==> src/design/sdrt_pkg.sv <==
// Shared constants, types and latency helpers for the read-timing memory link.
package sdrt_pkg;
    localparam int CLK_PERIOD_NS = 10;
    localparam int NBANK = 4;
    localparam int BANK_W = 2;
    localparam int ADDR_W = 13;
    localparam int DQ_W = 8;
    localparam int CNT_W = 8;
    localparam int MEM_W = 5;

    typedef logic [ADDR_W-1:0] sdrt_addr_t;
    typedef logic [CNT_W-1:0] sdrt_cnt_t;
    typedef enum logic [2:0] {
        OP_MRS = 3'b000,
        OP_ACT = 3'b001,
        OP_RD = 3'b010,
        OP_WR = 3'b011,
        OP_PRE = 3'b100
    } sdrt_op_e;
    typedef struct packed {
        sdrt_op_e op;
        logic [BANK_W-1:0] bank;
        sdrt_addr_t addr;
        logic long_burst;
        logic [DQ_W-1:0] wdata;
    } sdrt_req_s;

    // Mode register selection, field positions and codes.
    localparam logic [BANK_W-1:0] MR_SEL_ZERO = 2'h0;
    localparam logic [BANK_W-1:0] MR_SEL_ONE = 2'h1;
    localparam int MR0_BL_LSB = 0;
    localparam int MR0_AL_LSB = 3;
    localparam int MR0_RTP_LSB = 9;
    localparam int MR1_DBI_BIT = 0;
    localparam int MR1_PAR_BIT = 1;
    localparam int MR1_WPRE2_BIT = 2;
    localparam int MR1_CWL_UP_BIT = 3;
    localparam int ADDR_AP_BIT = 10;
    localparam int ADDR_BC_BIT = 12;
    localparam logic [1:0] BL_FIXED8 = 2'h0;
    localparam logic [1:0] BL_OTF = 2'h1;
    localparam logic [1:0] BL_CHOP4 = 2'h2;
    localparam logic [1:0] AL_CL_M1 = 2'h1;
    localparam logic [1:0] AL_CL_M2 = 2'h2;
    localparam sdrt_addr_t MR_RST = 13'h0000;
    localparam logic [1:0] FIFO_DEPTH = 2'h2;

    // Latency and burst figures in clock cycles.
    localparam sdrt_cnt_t CL_CK = 8'h0b;
    localparam sdrt_cnt_t CWL_CK = 8'h09;
    localparam sdrt_cnt_t PL_CK = 8'h04;
    localparam sdrt_cnt_t DBI_ADD_CK = 8'h02;
    localparam sdrt_cnt_t RTP_BASE = 8'h05;
    localparam sdrt_cnt_t ONE_CK = 8'h01;
    localparam sdrt_cnt_t AL_M1 = 8'h01;
    localparam sdrt_cnt_t AL_M2 = 8'h02;
    localparam sdrt_cnt_t PREAMBLE_GAP = 8'h02;
    localparam sdrt_cnt_t MRS_GAP = 8'h04;
    localparam logic [3:0] BEATS_FULL = 4'h8;
    localparam logic [3:0] BEATS_CHOP = 4'h4;

    // Times in their own units and the derived cycle counts.
    localparam int RTP_MIN_NCK = 4;
    localparam int RTP_MIN_PS = 7500;
    localparam int ACTIVATE_TO_PRECHARGE_MIN_NS = 35;
    localparam int TRP_NS = 15;
    localparam int TRC_NS = 50;
    localparam int RTP_PS_CK = (RTP_MIN_PS + CLK_PERIOD_NS * 1000 - 1) / (CLK_PERIOD_NS * 1000);
    localparam sdrt_cnt_t RTP_MIN_CYC =
        sdrt_cnt_t'(RTP_MIN_NCK > RTP_PS_CK ? RTP_MIN_NCK : RTP_PS_CK);
    localparam sdrt_cnt_t ACTIVATE_TO_PRECHARGE_MIN_CK = sdrt_cnt_t'((ACTIVATE_TO_PRECHARGE_MIN_NS + CLK_PERIOD_NS - 1) / CLK_PERIOD_NS);
    localparam sdrt_cnt_t TRP_CK = sdrt_cnt_t'((TRP_NS + CLK_PERIOD_NS - 1) / CLK_PERIOD_NS);
    localparam sdrt_cnt_t TRC_CK = sdrt_cnt_t'((TRC_NS + CLK_PERIOD_NS - 1) / CLK_PERIOD_NS);

    // Additive latency from its mode code.
    function automatic sdrt_cnt_t al_cycles(input sdrt_addr_t mr0);
        logic [1:0] code;
        code = mr0[MR0_AL_LSB +: 2];
        if (code == AL_CL_M1) return CL_CK - AL_M1;
        if (code == AL_CL_M2) return CL_CK - AL_M2;
        return '0;
    endfunction

    // Internal read-to-precharge delay, never below its minimum.
    function automatic sdrt_cnt_t rtp_cycles(input sdrt_addr_t mr0);
        sdrt_cnt_t v;
        v = sdrt_cnt_t'(mr0[MR0_RTP_LSB +: 3]) + RTP_BASE;
        return (v > RTP_MIN_CYC) ? v : RTP_MIN_CYC;
    endfunction

    // Total read latency with all adders.
    function automatic sdrt_cnt_t rd_lat(input sdrt_addr_t mr0, input sdrt_addr_t mr1);
        return CL_CK + al_cycles(mr0) + (mr1[MR1_PAR_BIT] ? PL_CK : '0)
            + (mr1[MR1_DBI_BIT] ? DBI_ADD_CK : '0);
    endfunction

    // Total write latency with all adders.
    function automatic sdrt_cnt_t wr_lat(input sdrt_addr_t mr0, input sdrt_addr_t mr1);
        return CWL_CK + (mr1[MR1_CWL_UP_BIT] ? ONE_CK : '0) + al_cycles(mr0)
            + (mr1[MR1_PAR_BIT] ? PL_CK : '0);
    endfunction

    // True when a column command moves a four-beat chopped burst.
    function automatic logic is_chop(input sdrt_addr_t mr0, input logic bc_line);
        return mr0[MR0_BL_LSB +: 2] == BL_CHOP4 || (mr0[MR0_BL_LSB +: 2] == BL_OTF && !bc_line);
    endfunction

    // True when more than half the lanes of a word are zero.
    function automatic logic dbi_flip(input logic [DQ_W-1:0] d);
        logic [3:0] zeros;
        zeros = 4'h0;
        for (int i = 0; i < DQ_W; i++) zeros = zeros + {3'b000, ~d[i]};
        return zeros > 4'(DQ_W / 2);
    endfunction
endpackage

==> src/design/sdrt_link_if.sv <==
// Command and data link between the memory controller and the memory device.
`timescale 1ns/1ps
`default_nettype none
interface sdrt_link_if;
    import sdrt_pkg::*;
    logic cmd_valid;
    sdrt_op_e cmd_op;
    logic [BANK_W-1:0] cmd_bank;
    sdrt_addr_t cmd_addr;
    logic [DQ_W-1:0] wdq;
    logic wdq_valid;
    logic [DQ_W-1:0] rdq;
    logic rdq_valid;
    logic rdq_inv;
    modport ctrl (
        output cmd_valid, cmd_op, cmd_bank, cmd_addr, wdq, wdq_valid,
        input rdq, rdq_valid, rdq_inv
    );
    modport dev (
        input cmd_valid, cmd_op, cmd_bank, cmd_addr, wdq, wdq_valid,
        output rdq, rdq_valid, rdq_inv
    );
endinterface
`default_nettype wire

==> src/design/sdrt_ctrl.sv <==
// Memory controller end: request buffer, per-bank timing and data movement.
//
// The plain strobed port and the placing of the registers are this design's own decisions.
`timescale 1ns/1ps
`default_nettype none
module sdrt_ctrl
    import sdrt_pkg::*;
(
    // Clock and reset.
    input wire logic i_clk,
    input wire logic i_sys_rst,
    // Request stream from the user.
    input wire logic i_req_valid,
    input wire sdrt_op_e i_req_op,
    input wire logic [BANK_W-1:0] i_req_bank,
    input wire sdrt_addr_t i_req_addr,
    input wire logic i_req_long,
    input wire logic [DQ_W-1:0] i_req_wdata,
    output logic o_req_ready,
    // Read data and status back to the user.
    output logic [DQ_W-1:0] o_rd_data,
    output logic o_rd_valid,
    output logic o_idle,
    // Link toward the device.
    sdrt_link_if.ctrl link
);
    typedef enum logic [1:0] {
        W_IDLE = 2'b00,
        W_WAIT = 2'b01,
        W_SEND = 2'b10
    } sdrt_wstate_e;

    sdrt_req_s fifo_q [0:1];
    logic wp_q;
    logic rp_q;
    logic [1:0] cnt_q;
    sdrt_addr_t mr0_q;
    sdrt_addr_t mr1_q;
    sdrt_cnt_t pre_wait_q [0:NBANK-1];
    sdrt_cnt_t act_wait_q [0:NBANK-1];
    sdrt_cnt_t col_wait_q;
    logic cmd_valid_q;
    sdrt_op_e cmd_op_q;
    logic [BANK_W-1:0] cmd_bank_q;
    sdrt_addr_t cmd_addr_q;
    sdrt_wstate_e ws_q;
    sdrt_cnt_t wr_cnt_q;
    logic wr_chop_q;
    logic [DQ_W-1:0] wr_base_q;
    logic [3:0] wbeat_q;
    logic [DQ_W-1:0] wdq_q;
    logic wdq_valid_q;
    logic [DQ_W-1:0] rd_data_q;
    logic rd_valid_q;

    // Counter step: count down, or take a later limit when one is loaded.
    function automatic sdrt_cnt_t next_wait(input sdrt_cnt_t cur, input logic load,
                                            input sdrt_cnt_t gap);
        sdrt_cnt_t dec;
        dec = (cur != '0) ? cur - ONE_CK : '0;
        return (load && gap > dec) ? gap : dec;
    endfunction

    // Two-entry request buffer; its ready is the user's back-pressure.
    wire logic push = i_req_valid && o_req_ready;
    wire sdrt_req_s hd = fifo_q[rp_q];
    wire logic hd_valid = cnt_q != 2'h0;
    assign o_req_ready = cnt_q != FIFO_DEPTH;

    // Head command decode.
    wire logic hd_act = hd.op == OP_ACT;
    wire logic hd_rd = hd.op == OP_RD;
    wire logic hd_wr = hd.op == OP_WR;
    wire logic hd_pre = hd.op == OP_PRE;
    wire logic hd_mrs = hd.op == OP_MRS;
    wire logic hd_ap = hd_rd && hd.addr[ADDR_AP_BIT];

    // Issue only when the bank or column spacing for this command has run out.
    wire logic act_ok = act_wait_q[hd.bank] == '0;
    wire logic pre_ok = pre_wait_q[hd.bank] == '0;
    wire logic col_ok = col_wait_q == '0;
    wire logic legal = hd_act ? act_ok : (hd_pre ? pre_ok : col_ok);
    wire logic issue = hd_valid && legal;

    // Latencies under the current mode settings.
    wire sdrt_cnt_t rl = rd_lat(mr0_q, mr1_q);
    wire sdrt_cnt_t wl = wr_lat(mr0_q, mr1_q);
    wire sdrt_cnt_t al_rtp = al_cycles(mr0_q) + rtp_cycles(mr0_q);
    wire sdrt_cnt_t slot = sdrt_cnt_t'(BEATS_FULL) + PREAMBLE_GAP - ONE_CK;

    // Spacing limits loaded for the head command.
    wire sdrt_cnt_t pre_gap = hd_act ? ACTIVATE_TO_PRECHARGE_MIN_CK - ONE_CK : al_rtp - ONE_CK;
    wire logic pre_load = hd_act || hd_rd;
    wire sdrt_cnt_t act_gap = hd_act ? TRC_CK - ONE_CK :
        (hd_pre ? TRP_CK - ONE_CK : al_rtp + TRP_CK - ONE_CK);
    wire logic act_load = hd_act || hd_pre || hd_ap;
    wire sdrt_cnt_t col_gap = hd_rd ? rl + slot : (hd_wr ? wl + slot : MRS_GAP);
    wire logic col_load = hd_rd || hd_wr || hd_mrs;

    // Burst-length selection line; driven only in per-command mode.
    wire logic per_command_selection = mr0_q[MR0_BL_LSB +: 2] == BL_OTF;
    wire logic bc_line = per_command_selection && hd.long_burst;
    wire sdrt_addr_t col_addr = {bc_line, hd.addr[ADDR_BC_BIT-1:0]};

    // Two-cycle write preamble forces the raised write cas setting.
    wire sdrt_addr_t mr1_prog = {hd.addr[ADDR_W-1:MR1_CWL_UP_BIT+1],
        hd.addr[MR1_CWL_UP_BIT] | hd.addr[MR1_WPRE2_BIT],
        hd.addr[MR1_CWL_UP_BIT-1:0]};
    wire logic mr1_sel = hd_mrs && hd.bank == MR_SEL_ONE;
    wire sdrt_addr_t cmd_addr_d = mr1_sel ? mr1_prog : ((hd_rd || hd_wr) ? col_addr : hd.addr);

    // Write burst engine state.
    wire logic [3:0] w_len = wr_chop_q ? BEATS_CHOP : BEATS_FULL;
    wire logic w_start = ws_q == W_WAIT && wr_cnt_q == ONE_CK;
    wire logic w_emit = w_start || (ws_q == W_SEND && wbeat_q < w_len);

    // Request buffer pointers and fill count.
    always_ff @(posedge i_clk) begin
        if (i_sys_rst) begin
            wp_q <= 1'b0;
            rp_q <= 1'b0;
            cnt_q <= 2'h0;
        end else begin
            if (push) wp_q <= ~wp_q;
            if (issue) rp_q <= ~rp_q;
            cnt_q <= cnt_q + {1'b0, push} - {1'b0, issue};
        end
    end

    // Buffer entries hold data only.
    always_ff @(posedge i_clk) begin
        if (push) begin
            fifo_q[wp_q] <= '{op: i_req_op, bank: i_req_bank, addr: i_req_addr,
                              long_burst: i_req_long, wdata: i_req_wdata};
        end
    end

    // Copies of the device mode registers taken as they are programmed.
    always_ff @(posedge i_clk) begin
        if (i_sys_rst) begin
            mr0_q <= MR_RST;
            mr1_q <= MR_RST;
        end else if (issue && hd_mrs) begin
            if (hd.bank == MR_SEL_ZERO) mr0_q <= hd.addr;
            if (mr1_sel) mr1_q <= mr1_prog;
        end
    end

    // Per-bank earliest precharge and activate counters.
    always_ff @(posedge i_clk) begin
        for (int b = 0; b < NBANK; b++) begin
            if (i_sys_rst) begin
                pre_wait_q[b] <= '0;
                act_wait_q[b] <= '0;
            end else begin
                pre_wait_q[b] <= next_wait(pre_wait_q[b],
                    issue && pre_load && hd.bank == BANK_W'(b), pre_gap);
                act_wait_q[b] <= next_wait(act_wait_q[b],
                    issue && act_load && hd.bank == BANK_W'(b), act_gap);
            end
        end
    end

    // Column spacing keeps one data burst on the lanes at a time.
    always_ff @(posedge i_clk) begin
        if (i_sys_rst) begin
            col_wait_q <= '0;
        end else begin
            col_wait_q <= next_wait(col_wait_q, issue && col_load, col_gap);
        end
    end

    // Registered command lanes.
    always_ff @(posedge i_clk) begin
        if (i_sys_rst) begin
            cmd_valid_q <= 1'b0;
            cmd_op_q <= OP_MRS;
            cmd_bank_q <= '0;
            cmd_addr_q <= MR_RST;
        end else begin
            cmd_valid_q <= issue;
            cmd_op_q <= issue ? hd.op : OP_MRS;
            cmd_bank_q <= issue ? hd.bank : '0;
            cmd_addr_q <= issue ? cmd_addr_d : MR_RST;
        end
    end

    // Write burst engine: waits out the write latency, then drives beats.
    always_ff @(posedge i_clk) begin
        if (i_sys_rst) begin
            ws_q <= W_IDLE;
            wr_cnt_q <= '0;
            wr_chop_q <= 1'b0;
            wr_base_q <= '0;
            wbeat_q <= 4'h0;
        end else begin
            unique case (ws_q)
                W_IDLE: begin
                    if (issue && hd_wr) begin
                        ws_q <= W_WAIT;
                        wr_cnt_q <= wl;
                        wr_chop_q <= is_chop(mr0_q, bc_line);
                        wr_base_q <= hd.wdata;
                        wbeat_q <= 4'h0;
                    end
                end
                W_WAIT: begin
                    wr_cnt_q <= wr_cnt_q - ONE_CK;
                    if (w_start) ws_q <= W_SEND;
                end
                W_SEND: begin
                    if (!w_emit) ws_q <= W_IDLE;
                end
                default: ws_q <= W_IDLE;
            endcase
            if (w_emit) wbeat_q <= wbeat_q + 4'h1;
        end
    end

    // Registered write lanes; beat n carries the base value plus n.
    always_ff @(posedge i_clk) begin
        if (i_sys_rst) begin
            wdq_q <= '0;
            wdq_valid_q <= 1'b0;
        end else begin
            wdq_valid_q <= w_emit;
            wdq_q <= w_emit ? wr_base_q + DQ_W'(wbeat_q) : '0;
        end
    end

    // Read return; an inverted beat is turned back before the user sees it.
    always_ff @(posedge i_clk) begin
        if (i_sys_rst) begin
            rd_data_q <= '0;
            rd_valid_q <= 1'b0;
        end else begin
            rd_valid_q <= link.rdq_valid;
            rd_data_q <= link.rdq_valid ? (link.rdq_inv ? ~link.rdq : link.rdq) : '0;
        end
    end

    assign link.cmd_valid = cmd_valid_q;
    assign link.cmd_op = cmd_op_q;
    assign link.cmd_bank = cmd_bank_q;
    assign link.cmd_addr = cmd_addr_q;
    assign link.wdq = wdq_q;
    assign link.wdq_valid = wdq_valid_q;
    assign o_rd_data = rd_data_q;
    assign o_rd_valid = rd_valid_q;
    assign o_idle = !hd_valid && col_ok && ws_q == W_IDLE;
endmodule
`default_nettype wire

==> src/flat_wrapper.sv <==
// flat-port wrapper written by rule: the top's interface ports become plain ports
module sdrt_ctrl_flat import sdrt_pkg::*;
  (i_clk, i_sys_rst, i_req_valid, i_req_op, i_req_bank, i_req_addr, i_req_long, i_req_wdata, o_req_ready, o_rd_data, o_rd_valid, o_idle, link_cmd_valid, link_cmd_op, link_cmd_bank, link_cmd_addr, link_wdq, link_wdq_valid, link_rdq, link_rdq_valid, link_rdq_inv);
  sdrt_link_if link_i ();
  input wire logic i_clk;
  input wire logic i_sys_rst;
  input wire logic i_req_valid;
  input wire sdrt_op_e i_req_op;
  input wire logic [BANK_W-1:0] i_req_bank;
  input wire sdrt_addr_t i_req_addr;
  input wire logic i_req_long;
  input wire logic [DQ_W-1:0] i_req_wdata;
  output logic o_req_ready;
  output logic [DQ_W-1:0] o_rd_data;
  output logic o_rd_valid;
  output logic o_idle;
  output wire logic [$bits(link_i.cmd_valid)-1:0] link_cmd_valid;
  output wire logic [$bits(link_i.cmd_op)-1:0] link_cmd_op;
  output wire logic [$bits(link_i.cmd_bank)-1:0] link_cmd_bank;
  output wire logic [$bits(link_i.cmd_addr)-1:0] link_cmd_addr;
  output wire logic [$bits(link_i.wdq)-1:0] link_wdq;
  output wire logic [$bits(link_i.wdq_valid)-1:0] link_wdq_valid;
  input wire logic [$bits(link_i.rdq)-1:0] link_rdq;
  input wire logic [$bits(link_i.rdq_valid)-1:0] link_rdq_valid;
  input wire logic [$bits(link_i.rdq_inv)-1:0] link_rdq_inv;
  assign link_cmd_valid = link_i.cmd_valid;
  assign link_cmd_op = link_i.cmd_op;
  assign link_cmd_bank = link_i.cmd_bank;
  assign link_cmd_addr = link_i.cmd_addr;
  assign link_wdq = link_i.wdq;
  assign link_wdq_valid = link_i.wdq_valid;
  assign link_i.rdq = link_rdq;
  assign link_i.rdq_valid = link_rdq_valid;
  assign link_i.rdq_inv = link_rdq_inv;
  sdrt_ctrl u_core (.i_clk(i_clk), .i_sys_rst(i_sys_rst), .i_req_valid(i_req_valid), .i_req_op(i_req_op), .i_req_bank(i_req_bank), .i_req_addr(i_req_addr), .i_req_long(i_req_long), .i_req_wdata(i_req_wdata), .o_req_ready(o_req_ready), .o_rd_data(o_rd_data), .o_rd_valid(o_rd_valid), .o_idle(o_idle), .link(link_i));
endmodule
==> config.mk <==
export PLATFORM = sky130hd
export DESIGN_NAME = sdrt_ctrl_flat
export DESIGN_NICKNAME = d
export VERILOG_FILES = /design/src/design/sdrt_pkg.sv /design/src/design/sdrt_link_if.sv /design/src/design/sdrt_ctrl.sv /design/src/flat_wrapper.sv
export SDC_FILE = /design/constraint.sdc
export NUM_CORES = 1
export LEC_CHECK = 0
export BUFFER_PORTS_ARGS = -buffer_cell sky130_fd_sc_hd__buf_4
export CORE_ASPECT_RATIO = 0.75
export CORE_MARGIN = 10
export CORE_UTILIZATION = 50
export CTS_BUF_LIST = sky130_fd_sc_hd__clkbuf_8
export DETAILED_ROUTE_END_ITERATION = 16
export GPL_TIMING_DRIVEN = 0
export PLACE_DENSITY = 0.68
export SYNTH_ARGS = -nofsm -noshare
export SYNTH_HDL_FRONTEND = slang
export SYNTH_SLANG_ARGS = --single-unit
==> constraint.sdc <==
create_clock -name i_clk -period 9.95 [get_ports i_clk]
set_input_delay 1.99 -clock i_clk [delete_from_list [all_inputs] [get_ports i_clk]]
set_output_delay 1.99 -clock i_clk [all_outputs]
set_load 0.005 [all_outputs]
; ---- Word-level counts from Yosys, hierarchy flattened
; Memories as Yosys holds them, arrays and structs flattened. A register that Yosys moved wholly into a read port is not among the register bits.
; Cells that the tools add are included.
[classes]
add_sub_neg = 27
bitwise = 15
reduce_logical = 69
n_mux = 64
eq_ne = 18
n_lt_le_gt_ge = 11
[ops]
columns = operator, count
row1 = $mux W8, 38
row2 = $sub A8 B1 Y8 const B, 12
row3 = $gt A8 B8 Y1, 9
row4 = $reduce_bool A8 Y1, 9
row5 = $add A8 B8 Y8, 5
row6 = $logic_and A1 B1 Y1, 32
row7 = $mux W13, 2
row8 = $logic_not A8 Y1, 3
row9 = $add A4 B8 Y8 const A, 2
row10 = $add A8 B4 Y8 const B, 2
row11 = $mux W4, 4
row12 = $pmux W8 S2, 1
row13 = $mux W1, 13
row14 = $eq A2 B2 Y1 const B, 5
row15 = $reduce_and A2 Y1, 5
row16 = $or A1 B1 Y1, 9
row17 = $add A8 B2 Y8 const B, 1
row18 = $add A8 B4 Y8, 1
row19 = $eq A2 B1 Y1 const B, 4
row20 = $eq A8 B1 Y1 const B, 1
row21 = $gt A8 B3 Y1 const B, 1
row22 = $mux W2, 4
row23 = $not A8 Y8, 1
row24 = $reduce_bool A2 Y1, 4
row25 = 19 further kinds, 36
[word_totals]
n_memories = 3
input_bits = 40
wordCells = 226
register_bits = 88
output_inout_bits = 39
ram_bits = 118
[mem_list]
columns = memory, words, word_bits, rd, rd_clocked_by_memory_dff, write_ports, line
row1 = u_core.fifo_q, 2, 27, 1, 1, 1, sdrt_ctrl.sv:33  ; sdrt_req_s fifo_q [0:1];
row2 = u_core.act_wait_q, 4, 8, 5, 0, 4, sdrt_ctrl.sv:40  ; sdrt_cnt_t act_wait_q [0:NBANK-1];
row3 = u_core.pre_wait_q, 4, 8, 5, 0, 4, sdrt_ctrl.sv:39  ; sdrt_cnt_t pre_wait_q [0:NBANK-1];

; ---- Logic depth before layout (Yosys ltp)
; Gate-level depths: netlist (run 1).
[depth]
word_depth = 14
depth_mapped = 19
mapped_depth_nobuf = 18

; ---- Worst setup path before layout (run 1)
; OpenSTA, ideal clock, no wires.
[synth_timing]
path_kind = register -> register
start = register u_core.mr0_q[9]
end = memory u_core.act_wait_q[1][2] (netlist name)
setup_ns = 0.121
path_stages_with_launch = 17
path_buffers = 2
arrival_time_ns = 4.208
setup_slack_ns = 5.621
cell_sequence = dfxtp_1 ha_1 a21oi_1 ha_1 fa_1 or3_1 and2_1 clkbuf_1 o31a_1 nor3_1 ha_1 nand4_1 o221ai_1 a221o_1 or4_1 buf_2 mux2_4
[synth_rtl]
columns = item, line
row1 = start: declaration, sdrt_ctrl.sv:37  ; sdrt_addr_t mr0_q;
row2 = start signal: assignment, sdrt_ctrl.sv:144  ; if (hd.bank == MR_SEL_ZERO) mr0_q <= hd.addr;
row3 = end: declaration, sdrt_ctrl.sv:40

==> out/qor_table.md, run 1 <==
| Metric | This run | Unit |
|:---|:---|:---|
| Outcome | finished, final reports clean | - |
| Number of clock buffers inserted by TritonCTS | 35 | - |
| Total leakage power | 5.54 | nW |
| IO buf count | 76 | - |
| Worst Max-Slew Pin Slew | 1.27 | ns |
| Remaining max-slew budget at the tightest pin | 0.152 | - |
| Core area | 22,300 | µm² |
| TritonCTS sink count | 201 | - |
| Dominant delay contributor by cell family on the critical path | simple AND/OR/NAND/NOR gates | - |
| Top library cells by usage in the layout, fill and taps aside | 163 x sky130_fd_sc_hd__nor2_1, 147 x sky130_fd_sc_hd__dfxtp_1, 93 x sky130_fd_sc_hd__ha_1, 91 x sky130_fd_sc_hd__nand2_1, 76 x sky130_fd_sc_hd__buf_4 | - |
| Total Routed Length | 30,600 | µm |
| Total number of yosys warnings | 0 | - |
| Share of the clock period used by the worst path after layout | 0.508 | - |
| Tmin final | 5.06 | ns |
| Antenna diode count | 0 | - |
| Critical path cell sequence | ha_1 > a21oi_1 > ha_1 > fa_1 > or3_1 > and2_1 > clkbuf_1 > nor3_1 > ha_1 > nand4_1 > o221ai_1 > a221o_1 > or4_1 > buf_2 > mux2_4 | - |
| Crit path capture type | flip-flop | - |
| Final Setup Violations | 0 | - |
| Launching element of the worst setup path | u_core.mr0_q[9] | - |
| Relative contribution of sequential cells to total power | 0.292 | - |
| Setup repair after global routing missed its margin | no | - |
| Net switching power | 1.64 | mW |
| Max clock buf depth | 3 | - |
| Origin of the critical flop-to-flop path | u_core.mr0_q[9] | - |
| Worst-case reg-to-reg path depth | 15 | - |
| Vias in the first global route | 9,359 | - |
| Max Fclk | 198 | MHz |
| Buffering stage count on the worst path with inverters included | 2 | - |
| Worst Min Path Start | u_core.mr1_q[3] | - |
| Proportion of layout cells with a drive suffix above 1 | 0.129 | - |
| Synth cell types | 81 | - |
| Final layout net count | 1,509 | - |
| Buffer type at the clock tree root | sky130_fd_sc_hd__clkbuf_8 | - |
| Number of setup buffers added after CTS | 0 | - |
| Data required time of the critical path | 10.36 | ns |
| Largest clock skew in the final design | 0.0223 | ns |
| CTS tree | done | - |
| Post-cts gate resize count | 0 | - |
| Latest clock arrival within the worst-skew pair | 0.52 | ns |
| Share of flip-flops with an asynchronous set or reset | 0 | - |
| DRT antenna net count | 0 | - |
| Syn Nets | 1,395 | - |
| Number of flops mapped to enable cells by yosys | 54 | - |
| Initial core utilization | 0.515 | - |
| Type of the worst min-delay path | flip-flop to flip-flop | - |
| Die H | 151 | µm |
| Pwr Density | 298 | nW/µm² |
| Full die area | 29,600 | µm² |
| Commonest non-fill, non-tap cell in the layout | sky130_fd_sc_hd__nor2_1 | - |
| Top flip-flop cell by instance count after synthesis | sky130_fd_sc_hd__dfxtp_1 | - |
| Number of hold buffers added after CTS | 0 | - |
| Number of vias in the routed layout | 9,666 | - |
| Maximum level of the CTS H-tree | 2 | - |
| Proportion of synthesized chip area in sequential cells | 0.396 | - |
| Maximum fanout along the worst path | 10 | - |
| Placed insts | 1,631 | - |
| Global-route total usage across every layer | 0.205 | - |
| Router iterations before antenna repair | 5 | - |
| Worst endpoint data arrival time | 5.46 | ns |
| Count of state elements after synthesis | 201 | - |
| Die Span X | 195 | µm |
| Number of max-slew violations in the final report | 0 | - |
| Start-to-end type of the worst setup path | flip-flop to flip-flop | - |
| Residual overflow from global routing | 0 | - |
| Combinational share of power | 0.515 | - |
| Post-synthesis instance total | 1,260 | - |
| Clock transition time at the flip-flop clock pins of the worst setup and hold paths | 0.06 | ns |
| Total number of cells along the worst setup path | 15 | - |
| Cell with the biggest individual delay on the critical path | sky130_fd_sc_hd__nor3_1 | - |
| Relative area change from synthesis to final layout | 14.3 | % |
| Post-synthesis area per instance | 9.14 | µm² |
| CP dominant cell by count | sky130_fd_sc_hd__ha_1 | - |
| Post-detailed-route wirelength per cell | 18.1 | µm |
| Average vias per placed instance | 5.71 | - |
| Rows | 47 | - |
| Syn Std Cell Area | 11,500 | µm² |
| Global-route wire length before repair | 49,700 | µm |
| Placer congestion estimate | 0.949 | - |
| Count of pins on the block boundary | 79 | - |
| Initial DRC Count | 741 | - |
| Type of origin of the critical path | flip-flop | - |
| Setup TNS | 0 | ns |
| Number of antenna violations at the first check in global routing | 1 | - |
| Count of final hold-check violations | 0 | - |
| Count of cells along the worst hold path | 2 | - |
| Internal power | 2.29 | mW |
| DRC violation count after routing | 0 | - |
| Maximum cell stage delay along the critical path | 0.99 | ns |
| Largest net degree at the start of global routing | 28 | - |
| Clock share of power | 0.193 | - |
| Reported max-cap violation count | 0 | - |
| Peak VDD IR | 0.197 | mV |
| Final Instance Count excl. Fillers | 1,692 | - |
| HPWL after detailed placement | 23,300 | µm |
| Switching Share | 0.417 | - |
[stage by stage]
| stage | utilization | power [mW] | instance area, µm² | setup WS (ns) | hold slack, ns |
|---|---|---|---|---|---|
| final | 0.589 | 3.92 | 13200 | 4.89 | 0.470 |
| after global routing | 0.589 | 4.26 | 13200 | 4.64 | 0.498 |
| after CTS | 0.589 | 3.91 | 13200 | 4.93 | 0.471 |
| after detailed placement | 0.558 | 3.13 | 12500 | 4.96 | 0.456 |
| after global placement | 0.557 | 3.09 | 12500 | 4.99 | 0.448 |
| after floorplan | - | 2.64 | 11500 | 5.62 | 0.436 |
[cells by family (layout without fill, tap and decap cells)]
group	Yosys count	count (layout)	synth area share
and+or+nand+nor	505	505	0.223
AOI/OAI and AO/OA	242	242	0.143
DFF	201	201	0.396
buffers and inverters	100	238	0.0334
adders and majority gates	95	95	0.105
muxes	72	72	0.0657
xor gates and xnor gates	45	45	0.0342
[final timing paths]
kind                              to  slack, ns
max          u_core.act_wait_q[1][3]       4.89
min                  u_core.mr1_q[3]       0.47
max reg2reg  u_core.act_wait_q[1][3]       4.89
min reg2reg          u_core.mr1_q[3]       0.47
[power by group through the flow]
stage | logic (mW) | registers [mW] | clock network (mW)
2_1_floorplan | 1.51 | 1.12 | 0
5_1_grt | 2.28 | 1.17 | 0.811
3_3_place_gp | 1.94 | 1.15 | 0
3_5_place_dp | 1.98 | 1.16 | 0
4_1_cts | 2.00 | 1.14 | 0.774
6_report | 2.02 | 1.14 | 0.758
[synth_stat cells, types with 6 or more instances]
cell type,count,area (µm²)
sky130_fd_sc_hd__and2_1,8,50.1
sky130_fd_sc_hd__a21o_1,18,135
sky130_fd_sc_hd__and3_1,7,43.8
sky130_fd_sc_hd__mux2_2,14,158
sky130_fd_sc_hd__or3_1,20,125
sky130_fd_sc_hd__o31ai_1,15,113
sky130_fd_sc_hd__nand2b_1,15,93.8
sky130_fd_sc_hd__nor2b_1,19,119
sky130_fd_sc_hd__a31oi_1,12,75.1
sky130_fd_sc_hd__nand2_1,91,342
sky130_fd_sc_hd__nand4_1,15,93.8
sky130_fd_sc_hd__a211oi_1,13,97.6
sky130_fd_sc_hd__dfxtp_1,147,2940
sky130_fd_sc_hd__xnor2_1,22,193
sky130_fd_sc_hd__mux2_1,7,78.8
sky130_fd_sc_hd__nand3_1,35,175
sky130_fd_sc_hd__mux2i_1,49,490
sky130_fd_sc_hd__nor2_1,164,616
sky130_fd_sc_hd__a21oi_1,54,270
sky130_fd_sc_hd__nor4_1,18,113
sky130_fd_sc_hd__edfxtp_1,54,1620
sky130_fd_sc_hd__buf_2,7,35.0
sky130_fd_sc_hd__o211ai_1,6,45.0
sky130_fd_sc_hd__nor3_1,33,165
sky130_fd_sc_hd__clkbuf_1,28,105
sky130_fd_sc_hd__or2_2,15,93.8
sky130_fd_sc_hd__nor3b_1,17,128
sky130_fd_sc_hd__ha_1,93,1160
sky130_fd_sc_hd__inv_1,59,221
sky130_fd_sc_hd__xor2_1,23,201
sky130_fd_sc_hd__o21a_1,26,195
sky130_fd_sc_hd__o22ai_1,10,62.6
sky130_fd_sc_hd__or4_1,16,120
sky130_fd_sc_hd__o21ai_0,38,190
[worst min-delay path, cell delays in order, from the launching register on]
cell                      delay (ns)
sky130_fd_sc_hd__dfxtp_1        0.31
sky130_fd_sc_hd__nand2_1        0.05
sky130_fd_sc_hd__a21oi_1        0.06
[per-layer routing]
metal,routed length (µm),global-route usage,vias to the layer above
li1,-,-,4825
met1,15600,0.309,4487
met5,0,0,-
met2,12000,0.287,315
met4,416,0.0434,0
met3,2510,0.0495,39
[registers in the layout, indices dropped and copies added, names as in the netlist, named ones only]
signal / count
u_core.act_wait_q: 32
u_core.cnt_q: 2
u_core.col_wait_q: 8
u_core.fifo_q: 54
u_core.link.cmd_addr: 13
u_core.link.cmd_bank: 2
u_core.link.cmd_op: 3
u_core.link.cmd_valid: 1
u_core.link.wdq: 8
u_core.link.wdq_valid: 1
u_core.mr0_q: 7
u_core.mr1_q: 3
u_core.o_rd_data: 8
u_core.o_rd_valid: 1
u_core.pre_wait_q: 32
u_core.rp_q: 1
u_core.wbeat_q: 4
u_core.wp_q: 1
u_core.wr_base_q: 8
u_core.wr_chop_q: 1
u_core.wr_cnt_q: 8
u_core.ws_q: 2
[area by class of cell]
class,instances,area [µm²]
well taps,294,368
plain buffers,40,159
inverters,60,225
multi-input cells,959,6570
clock buffers,39,537
clock inverters,22,158
flip-flops and latches,201,4560
fillers,2006,9180
repair buffers,77,586
(Power assumes the default switching activity.)
==> inputs of run 2 (changes only) <==
==> constraint.sdc (replaced) <==
create_clock -name i_clk -period 4.9 [get_ports i_clk]
set_input_delay 0.98 -clock i_clk [delete_from_list [all_inputs] [get_ports i_clk]]
set_output_delay 0.98 -clock i_clk [all_outputs]
set_load 0.005 [all_outputs]
==> out/qor_table.md, run 2 (synthesis results as in run 1) <==
| Metric | This run | Unit | Delta |
|:---|:---|:---|:---|
| Relative area change from synthesis to final layout | 14.7 | % |  |
| Largest net degree at the start of global routing | 28 | - | unchanged |
| Launching element of the worst setup path | u_core.mr0_q[9] | - |  |
| Vias in the first global route | 9,372 | - | +0.14% |
| Number of hold buffers added after CTS | 0 | - | unchanged |
| Worst-case reg-to-reg path depth | 15 | - | unchanged |
| Count of pins on the block boundary | 79 | - | unchanged |
| Number of max-slew violations in the final report | 0 | - | unchanged |
| TritonCTS sink count | 201 | - | unchanged |
| Wire length on met1 | 15,700 | µm | +0.46% |
| Endpoint of the worst hold path | u_core.mr1_q[3] | - |  |
| Count of cells along the worst hold path | 2 | - | unchanged |
| Maximum level of the CTS H-tree | 2 | - | unchanged |
| Combined flip-flop and latch cell area | 4560 | µm² | unchanged |
| Critical R2R Capture | u_core.act_wait_q[1][3] | - |  |
| Remaining max-slew budget at the tightest pin | 0.143 | - | -0.00874 |
| Maximum fanout along the worst path | 10 | - | unchanged |
| Share of the clock period used by the worst path after layout | 0.953 | - | +0.445 |
| Largest clock skew in the final design | 0.0240 | ns | +0.00166 ns |
| Max clock buf depth | 3 | - | unchanged |
| Latest clock arrival within the worst-skew pair | 0.53 | ns | about the same |
| Proportion of layout cells with a drive suffix above 1 | 0.134 | - | +0.00501 |
| Number of antenna violations at the first check in global routing | 1 | - | unchanged |
| Clock transition time at the flip-flop clock pins of the worst setup and hold paths | 0.06 | ns | about the same |
| Top library cells by usage in the layout, fill and taps aside | 161 x sky130_fd_sc_hd__nor2_1, 147 x sky130_fd_sc_hd__dfxtp_1, 93 x sky130_fd_sc_hd__ha_1, 91 x sky130_fd_sc_hd__nand2_1, 76 x sky130_fd_sc_hd__buf_4 | - |  |
| Global-route wire length before repair | 49,800 | µm | about the same |
| Number of setup buffers added after CTS | 0 | - | unchanged |
| Setup repair after global routing missed its margin | no | - |  |
| Final layout net count | 1,509 | - | unchanged |
| Wire length on met2 | 12,000 | µm | -0.17% |
| Die Span X | 195 | µm | unchanged |
| Highest Signal Layer | met4 | - |  |
| Crit path capture type | flip-flop | - |  |
| Pwr Density | 604 | nW/µm² | +100% |
| Setup TNS | 0 | ns | unchanged |
| Rows | 47 | - | unchanged |
| Number of clock buffers inserted by TritonCTS | 35 | - | unchanged |
| Outcome | finished, final reports clean | - |  |
| Router iterations before antenna repair | 5 | - | unchanged |
| Tmin final | 4.67 | ns | -0.388 ns |
| Type of the worst min-delay path | flip-flop to flip-flop | - |  |
| Placed Instance Area | 12,500 | µm² | unchanged |
| Total leakage power | 5.54 | nW | about the same |
| Buffer type at the clock tree root | sky130_fd_sc_hd__clkbuf_8 | - |  |
| HPWL after detailed placement | 23,300 | µm | unchanged |
| Placer congestion estimate | 0.949 | - | unchanged |
| Start-to-end type of the worst setup path | flip-flop to flip-flop | - |  |
| Worst endpoint data arrival time | 5.08 | ns | -0.38 ns |
| Number of vias in the routed layout | 9,656 | - | -0.10% |
| Residual overflow from global routing | 0 | - | unchanged |
| Footprint of the multi-input gates | 6610 | µm² | +0.55% |
| Met3 wire len | 2450 | µm | -2.4% |
| Final Setup Violations | 0 | - | unchanged |
| Power Total | 7.98 | mW | +100% |
| CTS tree | done | - |  |
| Origin of the critical flop-to-flop path | u_core.mr0_q[9] | - |  |
| Die H | 151 | µm | unchanged |
| Final Cell Area | 13,200 | µm² | +0.29% |
| Core area | 22,300 | µm² | unchanged |
| Worst Hold Slack | 0.469 | ns | -0.000120 ns |
| Full die area | 29,600 | µm² | unchanged |
| IO buf count | 76 | - | unchanged |
| Worst Max-Slew Pin Slew | 1.29 | ns | +0.0131 ns |
| Data required time of the critical path | 5.31 | ns | -5.05 ns |
| Type of origin of the critical path | flip-flop | - |  |
| Global-route total usage across every layer | 0.205 | - | about the same |
| DRC violation count after routing | 0 | - | unchanged |
| Total Routed Length | 30,600 | µm | about the same |
| Post-detailed-route wirelength per cell | 18.1 | µm | about the same |
| # fillers | 2,003 | - | -0.15% |
| Count of final hold-check violations | 0 | - | unchanged |
| Worst Min Path Start | u_core.mr1_q[3] | - |  |
| DRT antenna net count | 0 | - | unchanged |
| Reported max-cap violation count | 0 | - | unchanged |
| Commonest non-fill, non-tap cell in the layout | sky130_fd_sc_hd__nor2_1 | - |  |
| Biggest register | u_core.fifo_q | - |  |
| Peak VDD IR | 0.401 | mV | +100% |
| Worst setup slack for register-to-register paths | 0.23 | ns | -4.66 ns |
| Max Fclk | 214 | MHz | +8.3% |
| Flip-flop count of the largest register, all copies and words added | 54 | - | unchanged |
| Average vias per placed instance | 5.70 | - | -0.16% |
| Largest registers | u_core.fifo_q: 54 flops, u_core.act_wait_q: 32 flops, u_core.pre_wait_q: 32 flops | - |  |
| Initial DRC Count | 796 | - | +7.4% |
| Initial core utilization | 0.515 | - | unchanged |
## run 2: how the worst max path moves through the flow
stage / endpoint / slack [ns]
finish: u_core.act_wait_q[1][3] / 0.23
global placement: u_core.act_wait_q[1][3] / -0.06
floorplan: u_core.act_wait_q[1][2] / 0.57
CTS: u_core.act_wait_q[1][3] / 0.18
global route: u_core.act_wait_q[2][5] / 0.03
detailed placement: u_core.act_wait_q[1][3] / -0.09
## run 2: final cells by class
cell class / instances / area share
antenna: 1 / 0.000190
buffer: 40 / 0.0120
clock buffer: 39 / 0.0406
clock inverter: 22 / 0.0119
inverter: 60 / 0.0171
multi-input combinational: 959 / 0.500
sequential: 201 / 0.346
tap: 294 / 0.0279
timing repair buffer: 77 / 0.0443
## run 2: what timing repair did
action | 4_1_cts | 5_1_grt
cloned | 0 | 0
endpoints found under the hold margin | 0 | 0
resized for setup | 3 | 9
setup endpoints to repair | 6 | 42
## run 2: power breakdown
part,total (mW),switching [mW],internal [mW]
clock network,1.54,0.696,0.842
registers,2.32,0.279,2.04
logic,4.12,2.36,1.76
total,7.98,3.33,4.64
## run 2: per-stage QoR
step,util,cells,setup slack (ns)
final,0.591,1693,0.231
after detailed placement,0.558,1631,-0.0935
after global routing,0.591,1692,0.0271
after CTS,0.590,1692,0.178
after floorplan,-,1260,0.571
after global placement,0.557,1630,-0.0552
## run 2: worst max-delay path: stages, from the launching register on
cell	delay (ns)
sky130_fd_sc_hd__dfxtp_1	0.42
sky130_fd_sc_hd__ha_1	0.25
sky130_fd_sc_hd__a21oi_1	0.10
sky130_fd_sc_hd__ha_1	0.21
sky130_fd_sc_hd__fa_1	0.43
sky130_fd_sc_hd__or3_1	0.40
sky130_fd_sc_hd__and2_1	0.16
sky130_fd_sc_hd__clkbuf_1	0.19
sky130_fd_sc_hd__nor3_2	0.63
sky130_fd_sc_hd__ha_1	0.36
sky130_fd_sc_hd__nand4_1	0.09
sky130_fd_sc_hd__o221ai_1	0.12
sky130_fd_sc_hd__a221o_1	0.29
sky130_fd_sc_hd__or4_1	0.39
sky130_fd_sc_hd__buf_2	0.20
sky130_fd_sc_hd__mux2_4	0.30
## run 2: routing by layer
metal	GRT usage	vias up
met5	0	-
met4	0.0434	0
met3	0.0495	41
met2	0.287	310
met1	0.309	4478
li1	-	4827
